<file path="src/rtl/l2_cache_mode_pkg.sv">
// package: register map, control fields, reset values and line states for the l2 mode control
package l2_cache_mode_pkg;

   // ----------------------------------------------------------------
   // register offsets (byte addresses on apb)
   // ----------------------------------------------------------------
   localparam logic [11:0] CTRL_OFFSET   = 12'h000;
   localparam logic [11:0] STATUS_OFFSET = 12'h004;

   // ----------------------------------------------------------------
   // control register layout, bit n of the big-endian map sits at 31-n
   // ----------------------------------------------------------------
   localparam int EN_BIT       = 31;
   localparam int RAM_TYPE_LSB = 23;
   localparam int DO_BIT       = 22;
   localparam int INV_BIT      = 21;
   localparam int CTL_BIT      = 20;
   localparam int WT_BIT       = 19;
   localparam int TS_BIT       = 18;
   localparam int OH_LSB       = 16;
   localparam int IO_BIT       = 10;

   localparam logic [31:0] CTRL_RESET   = 32'h0000_0000;
   // big-endian bits 0..23 are storage; dll counter and bit 31 read as zero here
   localparam logic [31:0] CTRL_WR_MASK = 32'hffff_ff00;

   localparam logic [1:0]  RAM_TYPE_PIPELINED = 2'b10;
   localparam logic [1:0]  OH_LEAST           = 2'b00;

   // ----------------------------------------------------------------
   // status register layout (read only)
   // ----------------------------------------------------------------
   localparam int ST_LOW_POWER_BIT = 0;
   localparam int ST_ANY_VALID_BIT = 1;
   localparam int ST_ENABLED_BIT   = 2;
   localparam int ST_PIPELINED_BIT = 3;
   localparam int ST_HOLD_LSB      = 4;

   typedef enum logic [1:0] {
      LINE_INVALID,
      LINE_EXCLUSIVE,
      LINE_MODIFIED
   } line_state_e;

endpackage : l2_cache_mode_pkg

</file>
<file path="src/rtl/line_status_array.sv">
// per-line valid, dirty and tag storage with single-cycle global invalidate
`timescale 1ns/1ns
module line_status_array
   import l2_cache_mode_pkg::*;
#(
   parameter int IDX_W = 4,
   parameter int TAG_W = 23
) (
   // clock and reset
   input  wire logic             pclk,
   input  wire logic             presetn,
   // lookup
   input  wire logic [IDX_W-1:0] look_idx,
   input  wire logic [TAG_W-1:0] look_tag,
   output logic                  look_hit,
   // update
   input  wire logic             upd_en,
   input  wire logic [IDX_W-1:0] upd_idx,
   input  wire logic [TAG_W-1:0] upd_tag,
   input  wire line_state_e      upd_state,
   // invalidate and status
   input  wire logic             inv_all,
   output logic                  any_valid
);

   localparam int LINES = 1 << IDX_W;

   logic [LINES-1:0] valid_q;
   logic [LINES-1:0] dirty_q;
   logic [TAG_W-1:0] tag_q [LINES];

   // ----------------------------------------------------------------
   // storage, one process per line
   // ----------------------------------------------------------------
   for (genvar i = 0; i < LINES; i++) begin : g_line
      always_ff @(posedge pclk or negedge presetn) begin
         if (!presetn) begin
            valid_q[i] <= 1'b0;
            dirty_q[i] <= 1'b0;
            tag_q[i]   <= '0;
         end else if (inv_all) begin
            // invalidate wins over a same-cycle update: software owns the ordering
            valid_q[i] <= 1'b0;
            dirty_q[i] <= 1'b0;
         end else if (upd_en && upd_idx == IDX_W'(i)) begin
            valid_q[i] <= (upd_state != LINE_INVALID);
            dirty_q[i] <= (upd_state == LINE_MODIFIED);
            tag_q[i]   <= upd_tag;
         end
      end
   end

   assign look_hit  = valid_q[look_idx] && (tag_q[look_idx] == look_tag);
   assign any_valid = |valid_q;

endmodule : line_status_array

</file>
<file path="src/rtl/l2_cache_mode_control.sv">
// l2 cache mode control: apb control register, allocation policy and ram-side controls
`timescale 1ns/1ns

// Contract
// - ram-type field value 10 selects pipelined register-register burst sram interface.
// - no burst fills; every ram access carries its own address.
// - data-only: instruction hits served, instruction misses bypass as inhibited.
// - data-only plus instruction-only locks cache: misses never allocate, write hits update.
// - writing global-invalidate clears every line status bit.
// - with sleep control set, low-power output follows nap or sleep mode.
// - write-through sends every cache write to the system bus too, except test-support pushes.
// - write-through marks written lines exclusive, never modified.
// - test support: l1 pushes go only to cache, valid; default bus and invalidate.
// - test support: no dcbz broadcast, no bus write for single-beat store misses.
// - output-hold field drives ram output hold; 00 is shortest.
// - enable bit takes effect from the next transaction, snooping included.
// - instruction-only: data hits served, data misses bypass as inhibited.
module l2_cache_mode_control
   import l2_cache_mode_pkg::*;
#(
   parameter int ADDR_W = 32,
   parameter int OFF_W  = 5,
   parameter int IDX_W  = 4
) (
   // clock and reset
   input  wire logic              pclk,
   input  wire logic              presetn,
   // apb slave
   input  wire logic [11:0]       paddr,
   input  wire logic              psel,
   input  wire logic              penable,
   input  wire logic              pwrite,
   input  wire logic [31:0]       pwdata,
   input  wire logic [3:0]        pstrb,
   output logic [31:0]            prdata,
   output logic                   pready,
   output logic                   pslverr,
   // transaction request from the l1 side
   input  wire logic              txn_valid,
   input  wire logic [ADDR_W-1:0] txn_addr,
   input  wire logic              txn_instr,
   input  wire logic              txn_write,
   input  wire logic              txn_push,
   input  wire logic              txn_dcbz,
   input  wire logic              txn_single_beat,
   // power modes
   input  wire logic              nap_mode,
   input  wire logic              sleep_mode,
   // transaction decision
   output logic                   dec_valid,
   output logic                   dec_use_cache,
   output logic                   dec_inhibited,
   output logic                   dec_allocate,
   output logic                   dec_bus_read,
   output logic                   dec_bus_write,
   output logic                   dec_broadcast,
   output line_state_e            dec_line_state,
   // cache ram side
   output logic [ADDR_W-1:0]      ram_addr,
   output logic                   ram_addr_strobe,
   output logic                   ram_burst_adv,
   output logic                   ram_low_power_out,
   output logic                   ram_pipelined,
   output logic [1:0]             output_hold_sel,
   output logic                   snoop_enable
);

   localparam int TAG_W = ADDR_W - OFF_W - IDX_W;

   // ----------------------------------------------------------------
   // apb register file
   // ----------------------------------------------------------------
   logic [31:0] ctrl_q;
   logic [31:0] ctrl_d;
   logic [31:0] prdata_q;
   logic        acc;
   logic        setup;
   logic        hit_ctrl;
   logic        hit_status;
   logic        wr_ctrl;
   logic        inv_all;
   logic        any_valid;
   logic        en_eff_q;
   logic        low_power_q;
   logic [31:0] status_val;

   assign acc        = psel && penable;
   assign setup      = psel && !penable;
   assign hit_ctrl   = (paddr == CTRL_OFFSET);
   assign hit_status = (paddr == STATUS_OFFSET);
   assign wr_ctrl    = acc && pwrite && hit_ctrl;
   assign pready     = 1'b1;
   // status is read only, so a write to it is refused like an unmapped address
   assign pslverr    = acc && !(hit_ctrl || (hit_status && !pwrite));
   assign prdata     = prdata_q;

   always_comb begin
      ctrl_d = ctrl_q;
      for (int b = 0; b < 4; b++) begin
         if (pstrb[b]) begin
            ctrl_d[b*8 +: 8] = pwdata[b*8 +: 8] & CTRL_WR_MASK[b*8 +: 8];
         end
      end
   end

   always_ff @(posedge pclk or negedge presetn) begin
      if (!presetn) begin
         ctrl_q <= CTRL_RESET;
      end else if (wr_ctrl) begin
         ctrl_q <= ctrl_d;
      end
   end

   // invalidate acts on the write itself; the stored bit is only a record
   assign inv_all = wr_ctrl && pstrb[INV_BIT/8] && pwdata[INV_BIT];

   always_comb begin
      status_val                              = 32'h0000_0000;
      status_val[ST_LOW_POWER_BIT]            = low_power_q;
      status_val[ST_ANY_VALID_BIT]            = any_valid;
      status_val[ST_ENABLED_BIT]              = en_eff_q;
      status_val[ST_PIPELINED_BIT]            = ram_pipelined;
      status_val[ST_HOLD_LSB +: 2]            = output_hold_sel;
   end

   // read data is captured in the setup cycle; zero-wait access follows
   always_ff @(posedge pclk or negedge presetn) begin
      if (!presetn) begin
         prdata_q <= 32'h0000_0000;
      end else if (setup && !pwrite) begin
         prdata_q <= hit_ctrl ? ctrl_q : (hit_status ? status_val : 32'h0000_0000);
      end
   end

   // ----------------------------------------------------------------
   // field views
   // ----------------------------------------------------------------
   logic do_sel;
   logic io_sel;
   logic wt_sel;
   logic ts_sel;
   logic ctl_sel;

   assign do_sel  = ctrl_q[DO_BIT];
   assign io_sel  = ctrl_q[IO_BIT];
   assign wt_sel  = ctrl_q[WT_BIT];
   assign ts_sel  = ctrl_q[TS_BIT];
   assign ctl_sel = ctrl_q[CTL_BIT];

   // ----------------------------------------------------------------
   // effective enable, sampled at each transaction
   // ----------------------------------------------------------------
   logic en_now;

   assign en_now = txn_valid ? ctrl_q[EN_BIT] : en_eff_q;

   always_ff @(posedge pclk or negedge presetn) begin
      if (!presetn) begin
         en_eff_q <= 1'b0;
      end else if (txn_valid) begin
         en_eff_q <= ctrl_q[EN_BIT];
      end
   end

   assign snoop_enable = en_eff_q;

   // ----------------------------------------------------------------
   // line status lookup
   // ----------------------------------------------------------------
   logic        look_hit;
   logic        upd_en;
   line_state_e upd_state;

   line_status_array #(
      .IDX_W (IDX_W),
      .TAG_W (TAG_W)
   ) u_lines (
      .pclk      (pclk),
      .presetn   (presetn),
      .look_idx  (txn_addr[OFF_W +: IDX_W]),
      .look_tag  (txn_addr[OFF_W+IDX_W +: TAG_W]),
      .look_hit  (look_hit),
      .upd_en    (upd_en),
      .upd_idx   (txn_addr[OFF_W +: IDX_W]),
      .upd_tag   (txn_addr[OFF_W+IDX_W +: TAG_W]),
      .upd_state (upd_state),
      .inv_all   (inv_all),
      .any_valid (any_valid)
   );

   // ----------------------------------------------------------------
   // allocation policy
   // ----------------------------------------------------------------
   logic        hit;
   logic        miss;
   logic        inhib;
   logic        d_use;
   logic        d_alloc;
   logic        d_rd;
   logic        d_wr;
   logic        d_bc;
   line_state_e d_state;
   line_state_e wr_state;

   assign hit      = en_now && look_hit;
   assign miss     = en_now && !look_hit;
   // both selects set means every miss is inhibited: the cache is locked
   assign inhib    = !en_now || (miss && ((txn_instr && do_sel) ||
                                          (!txn_instr && io_sel)));
   assign wr_state = wt_sel ? LINE_EXCLUSIVE : LINE_MODIFIED;

   always_comb begin
      d_use   = 1'b0;
      d_alloc = 1'b0;
      d_rd    = 1'b0;
      d_wr    = 1'b0;
      d_bc    = 1'b0;
      d_state = LINE_INVALID;
      upd_en  = 1'b0;
      if (txn_dcbz) begin
         d_bc = !ts_sel;
      end else if (txn_push) begin
         if (ts_sel && !inhib) begin
            // pushed data lands only in the cache and the line becomes valid
            d_use   = 1'b1;
            d_alloc = miss;
            d_state = wr_state;
            upd_en  = 1'b1;
         end else begin
            d_wr   = 1'b1;
            upd_en = hit;
         end
      end else if (txn_write) begin
         if (hit) begin
            d_use   = 1'b1;
            d_wr    = wt_sel;
            d_state = wr_state;
            upd_en  = 1'b1;
         end else if (inhib) begin
            d_wr = 1'b1;
         end else if (txn_single_beat) begin
            // single-beat misses never allocate
            d_wr = !ts_sel;
         end else begin
            d_use   = 1'b1;
            d_alloc = 1'b1;
            d_wr    = wt_sel;
            d_state = wr_state;
            upd_en  = 1'b1;
         end
      end else begin
         if (hit) begin
            d_use   = 1'b1;
            d_state = LINE_EXCLUSIVE;
         end else if (inhib) begin
            d_rd = 1'b1;
         end else begin
            d_use   = 1'b1;
            d_alloc = 1'b1;
            d_rd    = 1'b1;
            d_state = LINE_EXCLUSIVE;
            upd_en  = 1'b1;
         end
      end
      if (!txn_valid) begin
         upd_en = 1'b0;
      end
   end

   assign upd_state = d_state;

   always_ff @(posedge pclk or negedge presetn) begin
      if (!presetn) begin
         dec_valid      <= 1'b0;
         dec_use_cache  <= 1'b0;
         dec_inhibited  <= 1'b0;
         dec_allocate   <= 1'b0;
         dec_bus_read   <= 1'b0;
         dec_bus_write  <= 1'b0;
         dec_broadcast  <= 1'b0;
         dec_line_state <= LINE_INVALID;
      end else begin
         dec_valid      <= txn_valid;
         dec_use_cache  <= txn_valid && d_use;
         dec_inhibited  <= txn_valid && inhib && !txn_dcbz;
         dec_allocate   <= txn_valid && d_alloc;
         dec_bus_read   <= txn_valid && d_rd;
         dec_bus_write  <= txn_valid && d_wr;
         dec_broadcast  <= txn_valid && d_bc;
         dec_line_state <= txn_valid ? d_state : LINE_INVALID;
      end
   end

   // ----------------------------------------------------------------
   // cache ram side
   // ----------------------------------------------------------------
   // one strobe per access and no burst advance: costs address bandwidth, but
   // keeps the ram interface free of a burst counter
   always_ff @(posedge pclk or negedge presetn) begin
      if (!presetn) begin
         ram_addr        <= '0;
         ram_addr_strobe <= 1'b0;
         ram_burst_adv   <= 1'b0;
      end else begin
         ram_addr_strobe <= txn_valid && d_use;
         ram_burst_adv   <= 1'b0;
         if (txn_valid) begin
            ram_addr <= txn_addr;
         end
      end
   end

   always_ff @(posedge pclk or negedge presetn) begin
      if (!presetn) begin
         low_power_q <= 1'b0;
      end else begin
         low_power_q <= ctl_sel && (nap_mode || sleep_mode);
      end
   end

   assign ram_low_power_out = low_power_q;
   assign ram_pipelined     = (ctrl_q[RAM_TYPE_LSB +: 2] == RAM_TYPE_PIPELINED);
   assign output_hold_sel   = ctrl_q[OH_LSB +: 2];

   // ----------------------------------------------------------------
   // assertions
   // ----------------------------------------------------------------
   property p_inv_clears;
      @(posedge pclk) disable iff (!presetn)
      inv_all |=> !any_valid;
   endproperty
   a_inv_clears: assert property (p_inv_clears)
      else $error("lines still valid after global invalidate");

   property p_lp_follows;
      @(posedge pclk) disable iff (!presetn)
      ctl_sel && (nap_mode || sleep_mode) |=> ram_low_power_out ##1
      (ram_low_power_out == $past(ctl_sel && (nap_mode || sleep_mode)));
   endproperty
   a_lp_follows: assert property (p_lp_follows)
      else $error("low-power output does not follow nap or sleep");

   property p_lp_off;
      @(posedge pclk) disable iff (!presetn)
      !(nap_mode || sleep_mode) |=> !ram_low_power_out;
   endproperty
   a_lp_off: assert property (p_lp_off)
      else $error("low-power output stays on outside nap and sleep");

   property p_wt_hit_write;
      @(posedge pclk) disable iff (!presetn)
      txn_valid && txn_write && !txn_push && !txn_dcbz && wt_sel && hit
      |=> dec_bus_write && dec_use_cache;
   endproperty
   a_wt_hit_write: assert property (p_wt_hit_write)
      else $error("write-through hit not sent to the bus");

   property p_wt_never_mod;
      @(posedge pclk) disable iff (!presetn)
      txn_valid && wt_sel |=> dec_line_state != LINE_MODIFIED;
   endproperty
   a_wt_never_mod: assert property (p_wt_never_mod)
      else $error("write-through produced a modified line");

   property p_instr_miss;
      @(posedge pclk) disable iff (!presetn)
      txn_valid && txn_instr && do_sel && !look_hit |=> dec_inhibited && !dec_allocate;
   endproperty
   a_instr_miss: assert property (p_instr_miss)
      else $error("instruction miss allocated under data-only");

   property p_data_miss;
      @(posedge pclk) disable iff (!presetn)
      txn_valid && !txn_instr && !txn_dcbz && io_sel && !look_hit
      |=> dec_inhibited && !dec_allocate;
   endproperty
   a_data_miss: assert property (p_data_miss)
      else $error("data miss allocated under instruction-only");

   property p_locked;
      @(posedge pclk) disable iff (!presetn)
      txn_valid && do_sel && io_sel && !look_hit |=> !dec_allocate;
   endproperty
   a_locked: assert property (p_locked)
      else $error("locked cache allocated a line");

   property p_push_ts;
      @(posedge pclk) disable iff (!presetn)
      txn_valid && txn_push && !txn_dcbz && ts_sel && hit |=> !dec_bus_write && dec_use_cache;
   endproperty
   a_push_ts: assert property (p_push_ts)
      else $error("test-support push reached the bus");

   property p_dcbz_ts;
      @(posedge pclk) disable iff (!presetn)
      txn_valid && txn_dcbz && ts_sel |=> !dec_broadcast;
   endproperty
   a_dcbz_ts: assert property (p_dcbz_ts)
      else $error("dcbz broadcast under test support");

   property p_enable_next;
      @(posedge pclk) disable iff (!presetn)
      txn_valid |=> snoop_enable == $past(ctrl_q[EN_BIT]);
   endproperty
   a_enable_next: assert property (p_enable_next)
      else $error("enable not taken at the transaction");

   property p_reg_write;
      @(posedge pclk) disable iff (!presetn)
      wr_ctrl && pstrb == 4'hf |=> ctrl_q == ($past(pwdata) & CTRL_WR_MASK);
   endproperty
   a_reg_write: assert property (p_reg_write)
      else $error("control register lost its written value");

   property p_addr_each;
      @(posedge pclk) disable iff (!presetn)
      txn_valid |=> ram_addr == $past(txn_addr) && !ram_burst_adv;
   endproperty
   a_addr_each: assert property (p_addr_each)
      else $error("ram address not presented per access");

endmodule : l2_cache_mode_control

</file>
<file path="config.mk">
export PLATFORM = sky130hd
export DESIGN_NAME = l2_cache_mode_control
export DESIGN_NICKNAME = d
export VERILOG_FILES = /design/src/rtl/l2_cache_mode_pkg.sv /design/src/rtl/line_status_array.sv /design/src/rtl/l2_cache_mode_control.sv
export SDC_FILE = /design/constraint.sdc
export NUM_CORES = 1
export LEC_CHECK = 0
export BUFFER_PORTS_ARGS = -buffer_cell sky130_fd_sc_hd__buf_4
export CAP_MARGIN = 20
export CORE_ASPECT_RATIO = 1.2
export CORE_MARGIN = 2
export CORE_UTILIZATION = 31
export CTS_CLUSTER_DIAMETER = 150
export CTS_CLUSTER_SIZE = 30
export DETAILED_ROUTE_END_ITERATION = 16
export GPL_ROUTABILITY_DRIVEN = 1
export GPL_TIMING_DRIVEN = 0
export HOLD_SLACK_MARGIN = 0.06
export PLACE_DENSITY = 0.54
export SLEW_MARGIN = 40
export SYNTH_ARGS = -nofsm -noshare
export SYNTH_HDL_FRONTEND = slang
export SYNTH_SLANG_ARGS = --single-unit
</file>
<file path="constraint.sdc">
create_clock -name pclk -period 7.1 [get_ports pclk]
set_input_delay 2.13 -clock pclk [delete_from_list [all_inputs] [get_ports pclk]]
set_output_delay 2.13 -clock pclk [all_outputs]
set_load 0.01 [all_outputs]
</file>
==> run_results.csv, run 1 <==
group,metric,value,unit
final_layout,final_cell_area,25950,µm²
setup_path,cp_data_required_time,7.58,ns
setup_path,worst-path-max-fanout,10,
pwr,power.density,201.0,nW/µm²
drt,firstDrtPassIters,5,
timing,fmax,146.1,MHz
worst_hold_path,hp-start,"ctrl_q[15]",
synth,ys_ff_latch,481,
setup_path,cp-startpoint,"txn_addr[8]",
cts,clk_pin_slew,0.12,ns
drt,drt-initial-drc-count,1037,
setup_path,cp-start-kind,"input pin",
placed_design,port_buffers,144,
grt,grt_max_degree,78,
setup_path,slowest_stage,"o221ai_1",
synth,yosys.area.top_type,"dfrtp_1",
setup_path,arrival,7.32,ns
synth,syn_inst,1554,
synth,synth_edf_count,0,
worst_hold_path,min_path_type,"flop to flop",
timing,whs,0.4976,ns
synth,syn_area_per_cell,14.74,µm²
cts,clock_sinks,481,
placed_design,place_worst_setup_slack,-0.5046,ns
cts,h-tree-depth,1,
timing,setup_ws,0.2542,ns
final_layout,layout.nets,1822,
grt,track_usage,18.49,%
synth,synth_top_area_share,52.54,%
run_status,status,"finished clean",
timing,grt_setup_unrepaired,"no",
timing,drv_slew,0,
timing,hold_viol,0,
floorplanning,start_util,31.22,%
drt,drc,0,
synth,synth.most_common_cell,"dfrtp_1",
floorplanning,boundaryPins,175,
cts,cts_buffers,20,
setup_path,end_kind,"flop",
placed_design,place.gp.congestion,0.8786,
setup_path,critPathMaxStageDelay,0.55,ns
drt,drt_wl_total,70200,µm
timing,slew_headroom,37.80,%
job,cap_violations,0,
timing,worst_slew_pin_slew,0.9329,ns
drt,postRouteAntennaNets,0,
floorplanning,chipWidth,252.2,µm
synth,synthArstFlopShare,100.0,%
placed_design,dp_hpwl,48260,µm
setup_path,worstSetupPathType,"input pin to flop",
drt,via_per_inst,5.335,
synth,yosys_warnings,0,
setup_path,path_cells,"buf_2 -> buf_2 -> buf_2 -> buf_2 -> mux4_2 -> mux2i_1 -> xnor2_1 -> nor2_1 -> nand4_1 -> a21oi_2 -> a41oi_1 -> o221ai_1 -> nand4_1 -> buf_2 -> mux2_2",
floorplanning,std_cell_rows,109,
timing,skew,0.04860,ns
timing,finalSetupViolations,0,
final_layout,area_growth,13.25,%
drt,dr_total_vias,14265,
final_layout,final_layout_size_suffix_gt1_share,45.20,%
setup_path,cp_common_cell,"buf_2",
setup_path,r2r-start,"u_lines.tag_q[20]",
cts,cts_root_buf,"clkbuf_16",
synth,synth_area,22910,µm²
grt,antenna_found_initial,3,
synth,synth_seq_area_share,52.54,%
floorplanning,core-area,73370,µm²
grt,grt_first_pass_wirelength,104100,µm
cts,worstSkewPairLatency,0.61,ns
timing,period_needed,6.846,ns
synth,synthTopCellsByCount,"481 x dfrtp_1, 386 x mux2_2, 82 x mux4_2",
grt,grt_overflow,0,
floorplanning,die-area,76100,µm²
floorplanning,die_height,301.8,µm
synth,ys.flop_type,"dfrtp_1",
synth,synth_area_leaders,"dfrtp_1 53%, mux2_2 19%, mux4_2 8.1%",
synth,yosys.cell_types.count,67,
drt,wl_per_cell,26.25,µm
pwr,peakVddDrop,0.0001639,V
grt,grt_pass1_vias,15019,
pwr,p_leak,12.39,nW
placed_design,dpl_cell_area,25390,µm²
cts,tritoncts,"done",
timing,fin_crit_sh,96.42,%
cts,clockBufferDepth,3,
-- layout make-up --
type / count / area [µm²]
diodes: 1 / 2.502
plain buffers: 148 / 944.7
clock buffers: 21 / 504.2
clock inverters: 2 / 46.29
fillers: 7111 / 47430
inverters: 17 / 63.81
multi-input cells: 910 / 9887
flip-flops and latches: 481 / 12040
well taps: 943 / 1180
repair buffers: 151 / 1281
-- flip-flops by register name, summed over array words and instances, names as in the netlist, 2 cells and up --
| name | cells |
|---|---|
| prdata | 30 |
| ram_addr | 32 |
| ctrl_q | 24 |
| u_lines.tag_q | 368 |
| u_lines.valid_q | 16 |
| dec_line_state | 2 |
-- worst paths after layout --
kind	end	slack [ns]	cells after the start
min reg2reg	prdata[15]	0.50	1
max in group asynchronous	ctrl_q[26]	4.57	3
max reg2reg	u_lines.tag_q[30]	2.50	10
min	prdata[15]	0.50	1
min in group asynchronous	ram_addr[28]	1.42	1
max	u_lines.tag_q[30]	0.25	15
-- through the flow --
| stage | setup TNS (ns) | power [mW] | cells | utilization [%] |
|---|---|---|---|---|
| 2_1_floorplan | 0 | 3.512 | 1556 | - |
| 3_3_place_gp | -624.93 | 3.801 | 2643 | 34.32 |
| 3_5_place_dp | -98.31 | 3.842 | 2650 | 34.61 |
| 4_1_cts | 0 | 5.276 | 2673 | 35.36 |
| 5_1_grt | 0 | 5.440 | 2673 | 35.36 |
| 6_report | 0 | 5.215 | 2674 | 35.36 |
-- metal layers --
metal | share of wire, % | GRT usage (%) | vias to the layer above
met4 | 2.6 | 4.875 | 2
li1 | - | - | 6069
met3 | 4.8 | 2.272 | 89
met2 | 50 | 32.30 | 423
met1 | 43 | 24.31 | 7682
met5 | 0.019 | 0 | -
-- logic make-up (layout without fill, tap and decap cells) --
| group | after synthesis | count (layout) | synth area share [%] |
|---|---|---|---|
| XOR/XNOR | 18 | 18 | 0.6882 |
| flip-flops | 481 | 481 | 52.54 |
| buffers and inverters | 165 | 339 | 4.369 |
| AND/OR/NAND/NOR | 172 | 172 | 4.664 |
| multiplexers | 584 | 584 | 33.06 |
| AO/OA/AOI/OAI | 132 | 132 | 4.648 |
| other | 2 | 5 | 0.03278 |
-- critical path, delay by kind of cell --
kind	cells	cell delay [ns]
multiplexers	3	0.91
AO/OA/AOI/OAI	3	1.12
XOR/XNOR	1	0.11
AND/OR/NAND/NOR	3	0.86
buffers and inverters	5	2.13
-- power by group --
part	leakage (nW)	internal, mW	total (mW)	switching, mW
Combinational	5.62	0.371	0.753	0.382
Clock	0.266	0.528	1.43	0.906
Sequential	6.50	2.93	3.03	0.101
-- cell usage in the layout, fill, tap and decap left out, types with 17 or more instances in the layout --
cell	instances
dfrtp_1	481
mux2_2	386
buf_4	159
mux4_2	82
mux2i_1	73
nand2_1	58
clkbuf_1	52
a22o_1	35
buf_6	34
buf_2	32
mux2_4	32
nor2_1	22
clkbuf_16	20
nand3_1	17
-- repair_timing --
item / in CTS / in global routing
gates resized for setup: 0 / 1
hold buffers: 0 / 0
setup endpoints to repair: 0 / 10
hold endpoints to repair: 0 / 0
buffers inserted: 0 / 0
No activity file was read; power rests on OpenSTA's default activity.
==> run 2, diff against run 1 <==
--- a/config.mk
+++ b/config.mk
@@ -20,4 +20,5 @@
 export SLEW_MARGIN = 40
 export SYNTH_ARGS = -nofsm -noshare
 export SYNTH_HDL_FRONTEND = slang
+export SYNTH_HIERARCHICAL = 1
 export SYNTH_SLANG_ARGS = --single-unit
==> run 2 against run 1 <==
Critical path depth rose by 5. Clock power barely moved. Clock skew fell by 0.016 ns. Sequential share of layout area rose by 0.73 points. Synthesized cell count fell by 3.0%. Worst setup slack got worse by 0.14 ns. Largest cell class unchanged.
==> run_results.csv, run 2 <==
group,metric,value,unit
run_status,status,"finished clean",
cts,clk_pin_slew,0.11,ns
final_layout,final_cell_mix,"481 x dfrtp_1, 423 x mux2_2, 178 x buf_4, 81 x mux4_2, 46 x mux2i_1",
synth,synth_area,22130,µm²
setup_path,r2r-start,"u_lines/tag_q[295]",
final_layout,largest_register_ffs,368,
floorplanning,core-area,70820,µm²
drt,wl_per_cell,25.95,µm
pwr,clockPowerShare,31.3,%
placed_design,port_buffers,161,
setup_path,r2r_cells,16,
synth,syn_area_per_cell,14.67,µm²
cts,holdBufCountCts,0,
setup_path,worst-path-max-fanout,10,
grt,grt_pass1_vias,14815,
final_layout,area_growth,15.43,%
timing,grt_setup_unrepaired,"no",
setup_path,worst-path-buf-inv,8,
setup_path,regToRegSetupSlack,1.88,ns
drt,firstDrtPassIters,5,
setup_path,cp_data_required_time,7.56,ns
setup_path,critPathMaxStageDelay,0.49,ns
grt,antenna_found_initial,1,
synth,syn_inst,1508,
final_layout,regArea,12040,µm²
pwr,pwr-share-seq,59.8,%
synth,synth.most_common_cell,"dfrtp_1",
final_layout,fin_util,36.07,%
setup_path,worstSetupPathType,"input pin to flop",
cts,clockBufferDepth,3,
drt,drt_wl_total,68230,µm
worst_hold_path,min_path_cells,1,
final_layout,layout_commonest_cell,"dfrtp_1",
synth,synthTopCellsByCount,"481 x dfrtp_1, 423 x mux2_2, 81 x mux4_2",
job,cap_violations,0,
setup_path,slowest_stage,"buf_2",
synth,synth_edf_count,0,
floorplanning,boundaryPins,175,
final_layout,final_cell_area,25540,µm²
timing,drv_slew,0,
drt,via_per_inst,5.297,
floorplanning,die_height,296.7,µm
timing,hold_viol,0,
final_layout,layout.nets,1794,
synth,synth_area_leaders,"dfrtp_1 54%, mux2_2 22%, mux4_2 8.2%",
final_layout,diodes,0,
grt,grt_max_degree,78,
timing,finalSetupViolations,0,
synth,synth_seq_area_share,54.39,%
synth,ys_ff_latch,481,
final_layout,regMostFlops,"u_lines/tag_q",
pwr,p_switching,1.173,mW
setup_path,cp-start-kind,"input pin",
cts,worstSkewPairLatency,0.59,ns
worst_hold_path,hold_end,"prdata[27]",
setup_path,r2r_end,"u_lines/tag_q[85]",
worst_hold_path,hp-start,"ctrl_q[27]",
cts,cts_root_buf,"clkbuf_16",
timing,skew,0.03248,ns
placed_design,place.gp.congestion,0.8752,
pwr,share_comb_of_total_power,8.9,%
synth,yosys.cell_types.count,71,
timing,slew_headroom,44.01,%
setup_path,cp-startpoint,"txn_addr[7]",
pwr,switching_share,25.32,%
drt,dr_total_vias,13927,
final_layout,final_layout_size_suffix_gt1_share,47.45,%
setup_path,cpLargestDelayFamily,"buffers and inverters",
timing,fmax,143.1,MHz
pwr,power.density,181.3,nW/µm²
worst_hold_path,min_path_type,"flop to flop",
synth,yosys_warnings,6,
placed_design,dpl_cell_area,24760,µm²
floorplanning,chipWidth,247.9,µm
drt,postRouteAntennaNets,0,
grt,track_usage,18.67,%
synth,synth_top_area_share,54.39,%
pwr,p_leak,12.33,nW
setup_path,arrival,7.45,ns
cts,cts_buffers,20,
floorplanning,std_cell_rows,107,
floorplanning,die-area,73540,µm²
setup_path,path_cells,"buf_4 -> buf_2 -> clkbuf_4 -> inv_1 -> buf_2 -> mux2i_1 -> a21oi_1 -> o32ai_1 -> nor4_1 -> nand4_1 -> nor4_4 -> clkbuf_2 -> nand2b_1 -> mux2i_1 -> a2111oi_4 -> buf_4 -> or3b_1 -> nor2_4 -> clkbuf_8 -> mux2_2",
grt,grt_overflow,0,
cts,clock_sinks,481,
synth,ys.flop_type,"dfrtp_1",
grt,grt_first_pass_wirelength,101200,µm
timing,fin_crit_sh,98.43,%
final_layout,multi_input_area,9555,µm²
drt,drc,0,
pwr,intPower,3.457,mW
floorplanning,start_util,31.25,%
final_layout,nFillCells,6798,
timing,period_needed,6.988,ns
synth,synthArstFlopShare,100.0,%
synth,yosys.area.top_type,"dfrtp_1",
timing,worst_slew_pin_slew,0.8399,ns
pwr,peakVddDrop,0.0001346,V
placed_design,dp_hpwl,47620,µm
cts,h-tree-depth,1,
drt,drt-initial-drc-count,1067,
pwr,power.total,4.630,mW
cts,tritoncts,"done",
setup_path,end_kind,"flop",
-- run 2: how the worst max path moves through the flow --
| stage | cells past startpoint | end | slack, ns |
|---|---|---|---|
| final | 20 | u_lines/tag_q[85] | 0.11 |
| after detailed placement | 19 | u_lines/tag_q[90] | -2.01 |
| after CTS | 20 | u_lines/tag_q[90] | 0.06 |
| after global placement | 19 | u_lines/tag_q[85] | -2.95 |
| after floorplan | 15 | u_lines/tag_q[71] | 0.15 |
| after global routing | 20 | u_lines/tag_q[366] | 0.001 |
-- run 2: timing repair --
item                                    CTS  global route
endpoints found under the setup margin  384           236
pin swaps                                 2             1
hold endpoints to repair                  0             0
resized for setup                        40            22
setup buffers                             3             0
-- run 2: per-stage QoR --
| step | worst slack (ns) | hold slack, ns | setup TNS (ns) | cells |
|---|---|---|---|---|
| after CTS | 0.05820 | 0.4863 | 0 | 2629 |
| after global placement | -2.952 | 0.4616 | -1400.52 | 2597 |
| after global routing | 0.001001 | 0.5085 | 0 | 2629 |
| final | 0.1115 | 0.4833 | 0 | 2629 |
| after floorplan | 0.1525 | 0.4502 | 0 | 1510 |
| after detailed placement | -2.013 | 0.4751 | -569.79 | 2604 |
-- run 2: kinds of logic after synthesis --
kind of cell	share of synthesized area [%]
mux	33.04
flops	54.39
simple gates	4.020
compound gates	4.789
buf+inv	2.934
xor+xnor	0.7916
other cells	0.03394
-- run 2: power by group through the flow --
stage / Clock [mW] / Sequential, mW / Combinational, mW
after floorplan: 0 / 2.83 / 0.151
after CTS: 1.51 / 2.77 / 0.418
after global routing: 1.60 / 2.77 / 0.448
final: 1.45 / 2.77 / 0.414
after global placement: 0 / 2.82 / 0.391
after detailed placement: 0 / 2.82 / 0.413
-- run 2: area by class of cell --
cell class	instances	area share (%)
timing repair buffer	171	5.604
multi-input combinational	898	37.41
buffer	111	2.851
inverter	18	0.2792
sequential	481	47.12
tap	926	4.536
clock buffer	21	2.057
clock inverter	3	0.1421
-- run 2: routing by layer --
| metal | global-route usage (%) | part of all wire [%] |
|---|---|---|
| met1 | 23.84 | 42 |
| met2 | 33.20 | 51 |
| met3 | 2.093 | 3.9 |
| met4 | 5.462 | 3.0 |
| met5 | 0 | 0 |
==> run 3, diff against run 2 <==
--- a/config.mk
+++ b/config.mk
@@ -5,6 +5,7 @@
 export SDC_FILE = /design/constraint.sdc
 export NUM_CORES = 1
 export LEC_CHECK = 0
+export ABC_AREA = 1
 export BUFFER_PORTS_ARGS = -buffer_cell sky130_fd_sc_hd__buf_4
 export CAP_MARGIN = 20
 export CORE_ASPECT_RATIO = 1.2
@@ -17,6 +18,7 @@
 export GPL_TIMING_DRIVEN = 0
 export HOLD_SLACK_MARGIN = 0.06
 export PLACE_DENSITY = 0.54
+export SETUP_SLACK_MARGIN = 0.5
 export SLEW_MARGIN = 40
 export SYNTH_ARGS = -nofsm -noshare
 export SYNTH_HDL_FRONTEND = slang
==> run 3 against run 2 <==
Register-to-register slack improved by 0.74 ns. Fmax up 9.2%. Sequential share of layout area shrank 0.78 points. Critical path depth up 5. Die area increased by 2.9%. Clock skew up 0.035 ns. First-iteration DRC count up 93%. Via count increased by 48%. Wire length is 36% higher. Critical endpoint is now u_lines/tag_q[6]. Largest power group unchanged.
==> run_results.csv, run 3 <==
group,metric,value,unit
run_status,status,"finished clean",
synth,synth.most_common_cell,"nand2_1",
final_layout,nFillCells,7778,
final_layout,multi_input_area,8736,µm²
timing,drv_slew,0,
drt,firstDrtPassIters,6,
drt,drt-initial-drc-count,2061,
cts,cts_buffers,20,
timing,fmax,156.3,MHz
worst_hold_path,hp-start,"ram_addr[19]",
final_layout,layout_commonest_cell,"nand2_1",
synth,yosys_warnings,6,
floorplanning,std_cell_rows,108,
drt,via_per_inst,5.133,
final_layout,final_cell_area,25970,µm²
final_layout,regArea,12040,µm²
synth,synth_area_leaders,"dfrtp_1 53%, nand2_1 15%, o21ai_0 9.5%",
synth,synthArstFlopShare,100.0,%
timing,skew,0.06737,ns
final_layout,area_growth,14.07,%
synth,synthSimpleGateAreaFrac,25.10,%
setup_path,cp-start-kind,"input pin",
cts,h-tree-depth,1,
floorplanning,start_util,31.38,%
cts,cts_root_buf,"clkbuf_16",
floorplanning,die_height,300.9,µm
cts,cts-resized-gates,1,
synth,yosys.cell_types.count,38,
setup_path,r2r-start,"u_lines/tag_q[224]",
placed_design,dp_hpwl,69360,µm
placed_design,place_worst_setup_slack,-0.1789,ns
drt,dr_total_vias,20608,
synth,synth-adder-area-share,0,%
pwr,p_leak,12.66,nW
synth,syn_inst,2886,
setup_path,cp-startpoint,"txn_addr[6]",
timing,period_needed,6.398,ns
setup_path,worst-path-max-fanout,10,
timing,hold_viol,0,
drt,wl_per_cell,23.10,µm
floorplanning,core-area,72560,µm²
grt,grt_pass1_vias,19662,
synth,synth_top_area_share,52.86,%
job,cap_violations,0,
synth,synthTopCellsByCount,"939 x nand2_1, 481 x dfrtp_1, 433 x o21ai_0",
setup_path,arrival,6.85,ns
synth,muxShareOfSynthArea,0,%
cts,clockBufferDepth,3,
cts,worstSkewPairLatency,0.60,ns
cts,clock_sinks,481,
timing,finalSetupViolations,0,
final_layout,regMostFlops,"u_lines/tag_q",
drt,postRouteAntennaNets,0,
synth,synth-compound-area-share,13.10,%
drt,drc,0,
synth,syn_area_per_cell,7.890,µm²
synth,synthXorXnorAreaFrac,0,%
final_layout,final_cell_mix,"934 x nand2_1, 481 x dfrtp_1, 432 x o21ai_0, 259 x inv_1, 250 x nand3_1",
placed_design,place.gp.congestion,1.015,
final_layout,final_layout_size_suffix_gt1_share,11.40,%
timing,fin_crit_sh,90.11,%
floorplanning,chipWidth,251.4,µm
placed_design,dpl_cell_area,25360,µm²
grt,grt_max_degree,74,
synth,ys.flop_type,"dfrtp_1",
grt,grt_overflow,0,
synth,synth_edf_count,0,
timing,grt_setup_unrepaired,"no",
synth,yosys.area.top_type,"dfrtp_1",
pwr,power.density,212.1,nW/µm²
pwr,peakVddDrop,0.0001291,V
synth,synth_seq_area_share,52.86,%
timing,setup_ws,0.7019,ns
grt,track_usage,24.16,%
final_layout,largest_register_ffs,368,
floorplanning,die-area,75640,µm²
final_layout,finalNonFillerCells,4015,
timing,worst_slew_pin_slew,0.8598,ns
worst_hold_path,min_path_type,"flop to flop",
floorplanning,boundaryPins,175,
grt,grt_first_pass_wirelength,134700,µm
cts,clk_pin_slew,0.12,ns
cts,holdBufCountCts,0,
cts,cts_setup_buffers,0,
placed_design,dp.cells,3991,
grt,antenna_found_initial,1,
synth,ys_ff_latch,481,
synth,synth_area,22770,µm²
timing,slew_headroom,42.68,%
cts,tritoncts,"done",
setup_path,worstSetupPathType,"input pin to flop",
placed_design,port_buffers,161,
setup_path,end_kind,"flop",
setup_path,cp_data_required_time,7.55,ns
synth,synth_top_family_by_area,"simple AND/OR/NAND/NOR gates",
drt,drt_wl_total,92750,µm
final_layout,layout.nets,3171,
[run 3: cell types whose count changed in the layout (fill, tap and decap cells not counted), sizes merged, moves of 89 or more]
cell | before | now
inv | 18 | 263
mux4 | 89 | 0
nand3 | 8 | 250
mux2 | 425 | 0
o21ai | 18 | 496
nand2 | 44 | 943
nor2 | 41 | 143
[run 3: critical path, cell delays in order]
cell and delay, ns:
buf_4 0.15, buf_2 0.35, buf_2 0.46, nand3_1 0.23, nand3_1 0.13, nand3_1 0.11
nand3_1 0.11, nand2_1 0.17, nor2_1 0.14, nand2_1 0.06, nor2_1 0.08, nand2_1 0.06
nor2_2 0.28, nand2_2 0.17, nand2_2 0.16, a21boi_0 0.10, a21oi_1 0.29, nand2_1 0.09
nor2_1 0.10, inv_1 0.10, nor2_1 0.20, nand2_1 0.40, clkbuf_1 0.48, nand2_1 0.15
o21ai_0 0.11
[run 3: final timing paths]
check / cells past startpoint / slack (ns) / to
worst min register to register: 2 / 0.48 / ram_addr[19]
min in group asynchronous: 1 / 1.46 / dec_valid
worst max-delay path: 25 / 0.70 / u_lines/tag_q[6]
worst min-delay path: 2 / 0.48 / ram_addr[19]
worst max register to register: 25 / 2.62 / u_lines/tag_q[6]
max in group asynchronous: 4 / 4.16 / u_lines/tag_q[154]
[run 3: where the power goes]
group / leakage, nW / total (mW) / switching, mW / internal (mW)
Combinational: 6.22 / 0.938 / 0.632 / 0.306
Clock: 0.271 / 1.46 / 0.916 / 0.547
Sequential: 6.17 / 3.11 / 0.120 / 2.99
Total: 12.7 / 5.51 / 1.67 / 3.84
[run 3: stage by stage]
stage                     setup TNS, ns  util, %  hold slack, ns  power (mW)
final                                 0    35.79          0.4827       5.508
after global placement          -713.54    34.67          0.4559       4.049
after global routing                  0    35.79          0.5085       5.758
after CTS                             0    35.72          0.4894       5.541
after floorplan                       0        -          0.4451       3.631
after detailed placement         -9.162    34.95          0.4601       4.080
[run 3: final cells by class]
type / instances / area share (%)
repair buffers: 168 / 5.424
multi-input cells: 1952 / 33.64
clock inverters: 1 / 0.1156
well taps: 935 / 4.504
flip-flops and latches: 481 / 46.34
inverters: 263 / 3.811
plain buffers: 192 / 4.119
diodes: 1 / 0.009635
clock buffers: 22 / 2.038
[run 3: cells by family (layout without fill, tap and decap cells)]
kind of cell           Yosys count  count (layout)
AOI/OAI and AO/OA              565             565
buffers and inverters          455             646
DFF                            481             481
other                            2               5
and+or+nand+nor               1383            1383
[run 3: layer usage]
metal | vias up | wire length [µm] | GRT usage (%)
li1 | 9528 | - | -
met1 | 10016 | 38300 | 31.18
met2 | 866 | 43520 | 40.44
met3 | 198 | 6197 | 3.129
met4 | 0 | 4733 | 11.10
met5 | - | 0 | 0
